==> src/design/flash_host_defines.svh <==
// register offsets, field positions, reset values and timing counts of the flash host controller
`ifndef FLASH_HOST_DEFINES_SVH
`define FLASH_HOST_DEFINES_SVH

// ----------------------------------------
// register offsets (byte addresses)
// ----------------------------------------
`define REG_CTRL 8'h00
`define REG_ADDR 8'h04
`define REG_WDATA 8'h08
`define REG_RDATA 8'h0c
`define REG_STATUS 8'h10

// ----------------------------------------
// field positions
// ----------------------------------------
`define CTRL_OP_LSB 0
`define CTRL_OP_MSB 1
`define CTRL_GO_BIT 2
`define CTRL_WAIT_READY_BIT 3
`define ST_BUSY_BIT 0
`define ST_READY_BIT 1
`define ST_POWERDOWN_BIT 2
`define ST_WRITE_OK_BIT 3
`define ST_READ_OK_BIT 4
`define ST_DONE_BIT 5
`define ST_ERROR_BIT 6
`define ST_BLOCK_LSB 8
`define ST_BLOCK_MSB 12
`define FLASH_ADDR_BITS 21
`define FLASH_DATA_BITS 8
`define BLOCK_OFFSET_BITS 16

// ----------------------------------------
// reset values
// ----------------------------------------
`define ADDR_RESET 21'h000000
`define WDATA_RESET 8'h00

// ----------------------------------------
// timing
// ----------------------------------------
`define CLK_PERIOD_NS 50
`define RESET_RECOVERY_TIME_NS 100
`define WAKE_WRITE_TIME_NS 1000
`define ADDR_SETUP_NS 50
`define WE_PULSE_NS 100
`define READ_ACCESS_NS 150
`define RESET_RECOVERY_CYCLES ((`RESET_RECOVERY_TIME_NS + `CLK_PERIOD_NS - 1) / `CLK_PERIOD_NS)
`define WAKE_WRITE_CYCLES ((`WAKE_WRITE_TIME_NS + `CLK_PERIOD_NS - 1) / `CLK_PERIOD_NS)
`define ADDR_SETUP_CYCLES ((`ADDR_SETUP_NS + `CLK_PERIOD_NS - 1) / `CLK_PERIOD_NS)
`define WE_PULSE_CYCLES ((`WE_PULSE_NS + `CLK_PERIOD_NS - 1) / `CLK_PERIOD_NS)
`define READ_ACCESS_CYCLES ((`READ_ACCESS_NS + `CLK_PERIOD_NS - 1) / `CLK_PERIOD_NS)

`endif

==> src/design/flash_host_pkg.sv <==
// types shared by the flash host controller and its pin engine
package flash_host_pkg;

  typedef enum logic [1:0] {
    OP_WRITE = 2'b00,
    OP_READ = 2'b01,
    OP_POWERDOWN = 2'b10,
    OP_WAKE = 2'b11
  } op_t;

  typedef enum logic [1:0] {
    S_IDLE = 2'b00,
    S_WAIT = 2'b01,
    S_CYCLE = 2'b10
  } ctrl_state_t;

  typedef enum logic [2:0] {
    E_IDLE = 3'b000,
    E_SETUP = 3'b001,
    E_PULSE = 3'b010,
    E_HOLD = 3'b011,
    E_READ = 3'b100
  } eng_state_t;

endpackage

==> src/design/flash_cycle_if.sv <==
// one bus cycle request between the controller and the pin engine
`timescale 1ns/100ps
interface flash_cycle_if;
  logic req;
  logic write;
  logic [20:0] addr;
  logic [7:0] wdata;
  logic done;
  logic [7:0] rdata;

  modport ctrl (output req, output write, output addr, output wdata, input done, input rdata);
  modport engine (input req, input write, input addr, input wdata, output done, output rdata);
endinterface

==> src/design/flash_host_ctrl.sv <==
// flash host controller: apb register slave that sequences the flash pins
//
// The register addresses and the APB slave port were decided locally.
`timescale 1ns/100ps
`include "flash_host_defines.svh"

module flash_host_ctrl
  import flash_host_pkg::*;
(
  input wire logic clock,
  input wire logic rst_n,
  input wire logic psel,
  input wire logic penable,
  input wire logic pwrite,
  input wire logic [7:0] paddr,
  input wire logic [31:0] pwdata,
  output logic [31:0] prdata,
  output logic pready,
  output logic pslverr,
  output logic [20:0] flash_addr,
  input wire logic [7:0] flash_dq_i,
  output logic [7:0] flash_dq_o,
  output logic flash_dq_oe,
  output logic chip_select_n,
  output logic output_enable_n,
  output logic write_enable_n,
  output logic reset_powerdown_n,
  input wire logic ready_busy_out
);

  localparam logic [7:0] RECOVERY_CNT = 8'(`RESET_RECOVERY_CYCLES);
  localparam logic [7:0] WAKE_CNT = 8'(`WAKE_WRITE_CYCLES);

  flash_cycle_if cyc_if ();

  ctrl_state_t state_q, state_d;
  op_t op_q, op_d;
  logic wait_ready_q, wait_ready_d;
  logic [20:0] addr_q, addr_d;
  logic [7:0] wdata_q, wdata_d;
  logic [7:0] rdata_q, rdata_d;
  logic done_q, done_d;
  logic error_q, error_d;
  logic pd_q, pd_d;
  logic [7:0] wake_cnt_q, wake_cnt_d;
  logic [31:0] prdata_q, prdata_d;

  logic access;
  logic wr_access;
  logic mapped;
  logic go;
  op_t go_op;
  logic read_ok;
  logic write_ok;
  logic gate_ok;
  logic [31:0] status_word;
  logic [31:0] read_word;

  // ----------------------------------------
  // apb decode
  // ----------------------------------------
  assign access = psel && penable;
  assign wr_access = access && pwrite;
  assign mapped = (paddr == `REG_CTRL) || (paddr == `REG_ADDR) || (paddr == `REG_WDATA)
                  || (paddr == `REG_RDATA) || (paddr == `REG_STATUS);
  assign pready = 1'b1;
  assign pslverr = access && !mapped;
  assign go = wr_access && (paddr == `REG_CTRL) && pwdata[`CTRL_GO_BIT];
  assign go_op = op_t'(pwdata[`CTRL_OP_MSB:`CTRL_OP_LSB]);

  // ----------------------------------------
  // release timers
  // ----------------------------------------
  // the count restarts on every release, so a short power-down still pays the full wake time
  assign read_ok = !pd_q && (wake_cnt_q >= RECOVERY_CNT);
  assign write_ok = !pd_q && (wake_cnt_q >= WAKE_CNT);
  // a read may follow the wake without a mode command, the device comes up reading the array
  assign gate_ok = ((op_q == OP_READ) ? read_ok : write_ok)
                   && (!wait_ready_q || ready_busy_out);

  always_comb
  begin
    status_word = 32'h00000000;
    status_word[`ST_BUSY_BIT] = (state_q != S_IDLE);
    status_word[`ST_READY_BIT] = ready_busy_out;
    status_word[`ST_POWERDOWN_BIT] = pd_q;
    status_word[`ST_WRITE_OK_BIT] = write_ok;
    status_word[`ST_READ_OK_BIT] = read_ok;
    status_word[`ST_DONE_BIT] = done_q;
    status_word[`ST_ERROR_BIT] = error_q;
    status_word[`ST_BLOCK_MSB:`ST_BLOCK_LSB] = addr_q[20:`BLOCK_OFFSET_BITS];
  end

  always_comb
  begin
    case (paddr)
      `REG_CTRL:
      begin
        read_word = {28'h0000000, wait_ready_q, 1'b0, op_q};
      end
      `REG_ADDR:
      begin
        read_word = {11'h000, addr_q};
      end
      `REG_WDATA:
      begin
        read_word = {24'h000000, wdata_q};
      end
      `REG_RDATA:
      begin
        read_word = {24'h000000, rdata_q};
      end
      `REG_STATUS:
      begin
        read_word = status_word;
      end
      default:
      begin
        read_word = 32'h00000000;
      end
    endcase
  end

  // ----------------------------------------
  // control sequencer and registers
  // ----------------------------------------
  always_comb
  begin
    state_d = state_q;
    op_d = op_q;
    wait_ready_d = wait_ready_q;
    addr_d = addr_q;
    wdata_d = wdata_q;
    rdata_d = rdata_q;
    done_d = done_q;
    error_d = error_q;
    pd_d = pd_q;
    wake_cnt_d = wake_cnt_q;
    prdata_d = prdata_q;

    if (psel && !penable && !pwrite)
    begin
      prdata_d = read_word;
    end

    // write-one clears, applied first so that a new event below wins
    if (wr_access && (paddr == `REG_STATUS))
    begin
      if (pwdata[`ST_DONE_BIT])
      begin
        done_d = 1'b0;
      end
      if (pwdata[`ST_ERROR_BIT])
      begin
        error_d = 1'b0;
      end
    end

    // operands are frozen while an operation is in flight
    if (wr_access && (paddr == `REG_ADDR) && (state_q == S_IDLE))
    begin
      addr_d = pwdata[20:0];
    end
    if (wr_access && (paddr == `REG_WDATA) && (state_q == S_IDLE))
    begin
      wdata_d = pwdata[7:0];
    end

    if (!pd_q && (wake_cnt_q != WAKE_CNT))
    begin
      wake_cnt_d = wake_cnt_q + 8'h01;
    end

    case (state_q)
      S_IDLE:
      begin
        if (go)
        begin
          op_d = go_op;
          wait_ready_d = pwdata[`CTRL_WAIT_READY_BIT];
          case (go_op)
            OP_POWERDOWN:
            begin
              pd_d = 1'b1;
              wake_cnt_d = 8'h00;
              done_d = 1'b1;
            end
            OP_WAKE:
            begin
              pd_d = 1'b0;
              wake_cnt_d = pd_q ? 8'h00 : wake_cnt_q;
              done_d = 1'b1;
            end
            default:
            begin
              if (pd_q)
              begin
                error_d = 1'b1;
              end
              else
              begin
                state_d = S_WAIT;
              end
            end
          endcase
        end
      end
      S_WAIT:
      begin
        if (gate_ok)
        begin
          state_d = S_CYCLE;
        end
      end
      S_CYCLE:
      begin
        if (cyc_if.done)
        begin
          if (op_q == OP_READ)
          begin
            rdata_d = cyc_if.rdata;
          end
          done_d = 1'b1;
          state_d = S_IDLE;
        end
      end
      default:
      begin
        state_d = S_IDLE;
      end
    endcase

    if (go && (state_q != S_IDLE))
    begin
      error_d = 1'b1;
    end
  end

  always_ff @(posedge clock or negedge rst_n)
  begin
    if (!rst_n)
    begin
      state_q <= S_IDLE;
      op_q <= OP_WRITE;
      wait_ready_q <= 1'b0;
      addr_q <= `ADDR_RESET;
      wdata_q <= `WDATA_RESET;
      rdata_q <= 8'h00;
      done_q <= 1'b0;
      error_q <= 1'b0;
      pd_q <= 1'b0;
      wake_cnt_q <= 8'h00;
      prdata_q <= 32'h00000000;
    end
    else
    begin
      state_q <= state_d;
      op_q <= op_d;
      wait_ready_q <= wait_ready_d;
      addr_q <= addr_d;
      wdata_q <= wdata_d;
      rdata_q <= rdata_d;
      done_q <= done_d;
      error_q <= error_d;
      pd_q <= pd_d;
      wake_cnt_q <= wake_cnt_d;
      prdata_q <= prdata_d;
    end
  end

  // ----------------------------------------
  // pin engine
  // ----------------------------------------
  assign cyc_if.req = (state_q == S_CYCLE);
  assign cyc_if.write = (op_q == OP_WRITE);
  assign cyc_if.addr = addr_q;
  assign cyc_if.wdata = wdata_q;

  flash_pin_engine u_engine (
    .clock(clock),
    .rst_n(rst_n),
    .cyc(cyc_if.engine),
    .flash_addr(flash_addr),
    .flash_dq_i(flash_dq_i),
    .flash_dq_o(flash_dq_o),
    .flash_dq_oe(flash_dq_oe),
    .chip_select_n(chip_select_n),
    .output_enable_n(output_enable_n),
    .write_enable_n(write_enable_n)
  );

  assign reset_powerdown_n = !pd_q;
  assign prdata = prdata_q;

endmodule

==> src/design/flash_pin_engine.sv <==
// pin engine: runs one write-strobe or read cycle on the flash pins
`timescale 1ns/100ps
`include "flash_host_defines.svh"
module flash_pin_engine
  import flash_host_pkg::*;
(
  input wire logic clock,
  input wire logic rst_n,
  flash_cycle_if.engine cyc,
  output logic [20:0] flash_addr,
  input wire logic [7:0] flash_dq_i,
  output logic [7:0] flash_dq_o,
  output logic flash_dq_oe,
  output logic chip_select_n,
  output logic output_enable_n,
  output logic write_enable_n
);

  eng_state_t state_q, state_d;
  logic [3:0] cnt_q, cnt_d;
  logic [20:0] addr_q, addr_d;
  logic [7:0] dq_q, dq_d;
  logic dq_oe_q, dq_oe_d;
  logic ce_n_q, ce_n_d;
  logic oe_n_q, oe_n_d;
  logic we_n_q, we_n_d;
  logic done_q, done_d;
  logic [7:0] rdata_q, rdata_d;

  // ----------------------------------------
  // cycle sequencer
  // ----------------------------------------
  always_comb
  begin
    state_d = state_q;
    cnt_d = cnt_q - 4'h1;
    addr_d = addr_q;
    dq_d = dq_q;
    dq_oe_d = dq_oe_q;
    ce_n_d = ce_n_q;
    oe_n_d = oe_n_q;
    we_n_d = we_n_q;
    done_d = 1'b0;
    rdata_d = rdata_q;
    case (state_q)
      E_IDLE:
      begin
        cnt_d = cnt_q;
        // done_q guards against restarting on the request still high
        if (cyc.req && !done_q)
        begin
          addr_d = cyc.addr;
          dq_d = cyc.wdata;
          ce_n_d = 1'b0;
          if (cyc.write)
          begin
            dq_oe_d = 1'b1;
            cnt_d = 4'(`ADDR_SETUP_CYCLES);
            state_d = E_SETUP;
          end
          else
          begin
            oe_n_d = 1'b0;
            cnt_d = 4'(`READ_ACCESS_CYCLES);
            state_d = E_READ;
          end
        end
      end
      E_SETUP:
      begin
        if (cnt_q == 4'h1)
        begin
          we_n_d = 1'b0;
          cnt_d = 4'(`WE_PULSE_CYCLES);
          state_d = E_PULSE;
        end
      end
      E_PULSE:
      begin
        if (cnt_q == 4'h1)
        begin
          we_n_d = 1'b1;
          state_d = E_HOLD;
        end
      end
      E_HOLD:
      begin
        // address and data stay one cycle past the rising strobe
        dq_oe_d = 1'b0;
        ce_n_d = 1'b1;
        done_d = 1'b1;
        state_d = E_IDLE;
      end
      E_READ:
      begin
        if (cnt_q == 4'h1)
        begin
          rdata_d = flash_dq_i;
          oe_n_d = 1'b1;
          ce_n_d = 1'b1;
          done_d = 1'b1;
          state_d = E_IDLE;
        end
      end
      default:
      begin
        state_d = E_IDLE;
      end
    endcase
  end

  always_ff @(posedge clock or negedge rst_n)
  begin
    if (!rst_n)
    begin
      state_q <= E_IDLE;
      cnt_q <= 4'h0;
      addr_q <= `ADDR_RESET;
      dq_q <= `WDATA_RESET;
      dq_oe_q <= 1'b0;
      ce_n_q <= 1'b1;
      oe_n_q <= 1'b1;
      we_n_q <= 1'b1;
      done_q <= 1'b0;
      rdata_q <= 8'h00;
    end
    else
    begin
      state_q <= state_d;
      cnt_q <= cnt_d;
      addr_q <= addr_d;
      dq_q <= dq_d;
      dq_oe_q <= dq_oe_d;
      ce_n_q <= ce_n_d;
      oe_n_q <= oe_n_d;
      we_n_q <= we_n_d;
      done_q <= done_d;
      rdata_q <= rdata_d;
    end
  end

  assign flash_addr = addr_q;
  assign flash_dq_o = dq_q;
  assign flash_dq_oe = dq_oe_q;
  assign chip_select_n = ce_n_q;
  assign output_enable_n = oe_n_q;
  assign write_enable_n = we_n_q;
  assign cyc.done = done_q;
  assign cyc.rdata = rdata_q;

endmodule
==> config.mk <==
export PLATFORM = sky130hd
export DESIGN_NAME = flash_host_ctrl
export DESIGN_NICKNAME = d
export VERILOG_FILES = /design/src/design/flash_host_pkg.sv /design/src/design/flash_cycle_if.sv /design/src/design/flash_host_ctrl.sv /design/src/design/flash_pin_engine.sv
export VERILOG_INCLUDE_DIRS = /design/src /design/src/design
export SDC_FILE = /design/constraint.sdc
export NUM_CORES = 1
export LEC_CHECK = 0
export ABC_AREA = 1
export BUFFER_PORTS_ARGS = -buffer_cell sky130_fd_sc_hd__buf_2
export CAP_MARGIN = 20
export CORE_ASPECT_RATIO = 1.5
export CORE_MARGIN = 10
export CORE_UTILIZATION = 55
export DETAILED_ROUTE_END_ITERATION = 12
export GPL_ROUTABILITY_DRIVEN = 0
export GPL_TIMING_DRIVEN = 0
export PLACE_DENSITY_LB_ADDON = 0.15
export SYNTH_ARGS = -nofsm -noshare
export SYNTH_HDL_FRONTEND = slang
export SYNTH_SLANG_ARGS = --single-unit
==> constraint.sdc <==
create_clock -name clock -period 1.9 [get_ports clock]
set_clock_uncertainty 0.05 [all_clocks]
set_input_delay 0.19 -clock clock [delete_from_list [all_inputs] [get_ports clock]]
set_output_delay 0.19 -clock clock [all_outputs]
set_load 0.005 [all_outputs]
==> results_dict.tcl <==
set metrics [dict create \
    status "completed" \
    critPathKind "flop to flop" \
    clock_path_buffers 2 \
    drive_gt1_share_pct 26.1 \
    required_ns 2.14 \
    drt-pass1-iter-count 5 \
    min_path_type "primary input to flop" \
    hold_path_startpoint "pwdata[12]" \
    synth_cell_type_count 38 \
    fin_area_um2 7360 \
    slowest_stage "mux2_2" \
    timing.final.crit_share_pct 91.7 \
    crit_top_cell "inv_1" \
    start_kind "flop" \
    path_buf_inv 2 \
    drc 0 \
    crit_chain "inv_1, ha_1, nand3_1, inv_1, nand2_1, mux2_2" \
    dpl.hpwl_um 11500 \
    startpoint "u_engine.cnt_q[1]" \
    die_h_um 146 \
    seq_area_um2 3080 \
    setup_slack_ns 0.159 \
    final_cells 968 \
    timing.hold.ws_ns 0.00373 \
    multi_input_area_um2 2260 \
    first_iter_violations 333 \
    cts_buffers 17 \
    intPower_mw 5.56 \
    grt-ovfl-total 0 \
    post-place-ws_ns -0.0654 \
    yosys.area.top_type "dfrtp_1" \
    clock_latency_ns 0.41 \
    drv_cap 0 \
    switchingPower_mw 2.34 \
    placed_cell_area_um2 6530 \
    rsz0062_at_grt "false" \
    cp_max_fo 10 \
    syn_to_final_growth_pct 26.9 \
    swShare_pct 29.7 \
    fmax_mhz 574 \
    post_drt_via_cell_ratio 5.21 \
    core_um2 10200 \
    fin_setup_tns_ns 0 \
    grt_first_pass_wirelength_um 25400 \
    antenna_found_initial 1 \
    pwr-share-clk_pct 40.6 \
    clock-sinks 123 \
    postSynthCellCount 662 \
    endpoint_kind "flop" \
    worst-slew-pin-transition_ns 0.619 \
    placementRows 45 \
    power.density_nw_per_um2 1070 \
    die_w_um 104 \
    grt_max_degree 99 \
    cts_root_buf "clkbuf_16" \
    min_period_ns 1.74 \
    hold_viol 0 \
    fill_cells 760 \
    die_area_um2 15100 \
    setup_viol 0 \
    cts_tree "done" \
    synth.area.top_cells "dfrtp_1 52%, nand2_1 12%, inv_1 4.1%, o21ai_0 4.1%, nand3_1 3.4%" \
    synth_area_um2 5800 \
    leakage_nw 3.90 \
    power_mw 7.90 \
    synth_area_per_cell_um2 8.75 \
    r2r_start "u_engine.cnt_q[1]" \
    max_stage_delay_ns 0.38 \
    cts-htree-levels 4 \
    track_usage_pct 20.3 \
    fin_util_pct 72.2 \
    crit_arrival_ns 1.98 \
    combPwrFrac_pct 19.2 \
    num-nets-final 870 \
    ys_ff_latch 123 \
    grt_pass1_vias 5194 \
    wl_per_cell_um 16.0 \
    num_vias 5039 \
    yosysWarnings 0 \
    relSlewSlack_pct 58.4 \
    ys_seq_area_share_pct 53.2 \
    finalMaxSlewViolations 0 \
    numPortBuffers 98 \
    pwr-share-seq_pct 40.2 \
    ir_worst_vdd_uv 629 \
    synth_top_area_share_pct 51.8 \
    wl_um 15500 \
    ant_nets 0 \
    dp_cells 912 \
    critPathTopFamily "simple AND/OR/NAND/NOR gates" \
    io_pins 122 \
    clkTransAtPathRegs_ns 0.06 \
    start_util_pct 56.9 \
]
[synth_stat cells]
cell type	n
o31ai_1	10
buf_2	9
mux2_2	16
inv_1	64
nor2_2	6
o211ai_1	1
o21ai_0	47
clkbuf_1	7
conb_1	2
buf_6	6
o21ai_2	2
nand2_1	185
xor2_1	1
nor3_1	13
ha_1	4
nor2_1	42
xnor2_1	1
mux2_4	4
o22ai_1	2
o21a_1	1
dfrtp_1	120
nor2_4	2
or2_2	1
nand2_2	3
nand3_1	39
buf_4	12
nand3_2	2
a21oi_2	9
dfstp_2	3
nor2_8	1
o21ai_1	14
nand3b_1	1
nor3_2	1
nand4_1	10
or2_1	1
nand4_2	1
a21oi_1	14
inv_2	5
[path summary, 6_finish.rpt]
check,endpoint,slack (ns),cells past startpoint
worst max-delay path,u_engine.cyc.rdata[7],0.16,6
min in group asynchronous,u_engine.flash_addr[13],0.16,2
worst min-delay path,addr_q[12],0.004,3
worst min register to register,u_engine.flash_dq_o[5],0.42,2
max in group asynchronous,cyc_if.wdata[0],0.87,3
worst max register to register,u_engine.cyc.rdata[7],0.16,6
[logic make-up after synthesis]
kind of cell	Yosys count	share of synthesized area, %
compound gates	100	9.91
fa+ha+maj	4	0.864
mux	20	4.15
xor+xnor	2	0.302
simple gates	308	23.1
other cells	2	0.130
buf+inv	103	8.42
flops	123	53.2
[power groups by stage]
| stage | Combinational, mW | Clock [mW] | Sequential [mW] |
|---|---|---|---|
| after floorplan | 1.00 | 0 | 3.18 |
| after global placement | 1.39 | 0 | 3.19 |
| after detailed placement | 1.48 | 0 | 3.21 |
| after CTS | 1.52 | 3.23 | 3.17 |
| after global routing | 1.75 | 3.36 | 3.22 |
| final | 1.52 | 3.21 | 3.18 |
[tightest hold or removal path, delay by kind of cell]
family	cells	cell delay [ns]
buffers and inverters	1	0.08
AND/OR/NAND/NOR	1	0.04
AO/OA/AOI/OAI	1	0.10
[metal layers]
layer  global-route usage, %  wire, µm
met5                       0         0
met4                    7.47       293
met3                    5.71       924
met2                    35.3      8150
met1                    23.0      6140
[state kept, by name, indices dropped and copies added, names as in the netlist, 2 cells and up]
| signal | cells |
|---|---|
| addr_q | 21 |
| prdata | 21 |
| u_engine.flash_addr | 21 |
| cyc_if.wdata | 8 |
| rdata_q | 8 |
| u_engine.cyc.rdata | 8 |
| u_engine.flash_dq_o | 8 |
| wake_cnt_q | 8 |
| u_engine.cnt_q | 4 |
| u_engine.state_q | 3 |
| op_q | 2 |
| state_q | 2 |
[area by class of cell]
class	instances	area share, %
Antenna cell	2	0.0680
Buffer	34	3.13
Clock buffer	19	6.16
Clock inverter	13	1.94
Inverter	69	3.52
Multi-Input combinational cell	446	30.8
Sequential cell	123	41.9
Tap cell	141	2.40
Timing Repair Buffer	121	10.1
[layout by cell type (no fill, tap or decap), types with 3 or more instances in the layout]
master and n:
dlygate4sd3_1 22, dfstp_2 3, a21oi_1 14, nor2_2 6
buf_4 12, clkinv_4 4, nand4_1 10, o21ai_1 14
dfrtp_1 120, mux2_4 4, a21oi_2 9, ha_1 4
nor3_1 13, nand3_1 39, clkinv_2 3, buf_2 106
clkbuf_1 6, nand2_1 185, nor2_1 42, o31ai_1 10
o21ai_0 47, buf_6 7, clkbuf_16 17, inv_1 64
conb_1 12, mux2_2 16, nand2_2 3, inv_2 5
[repair_timing]
item,in CTS,in global routing
resized for setup,1,0
endpoints found under the setup margin,1,0
buffers inserted,0,0
hold buffers,22,0
endpoints found under the hold margin,49,0
Note: power is estimated with default switching activity, not from simulation.
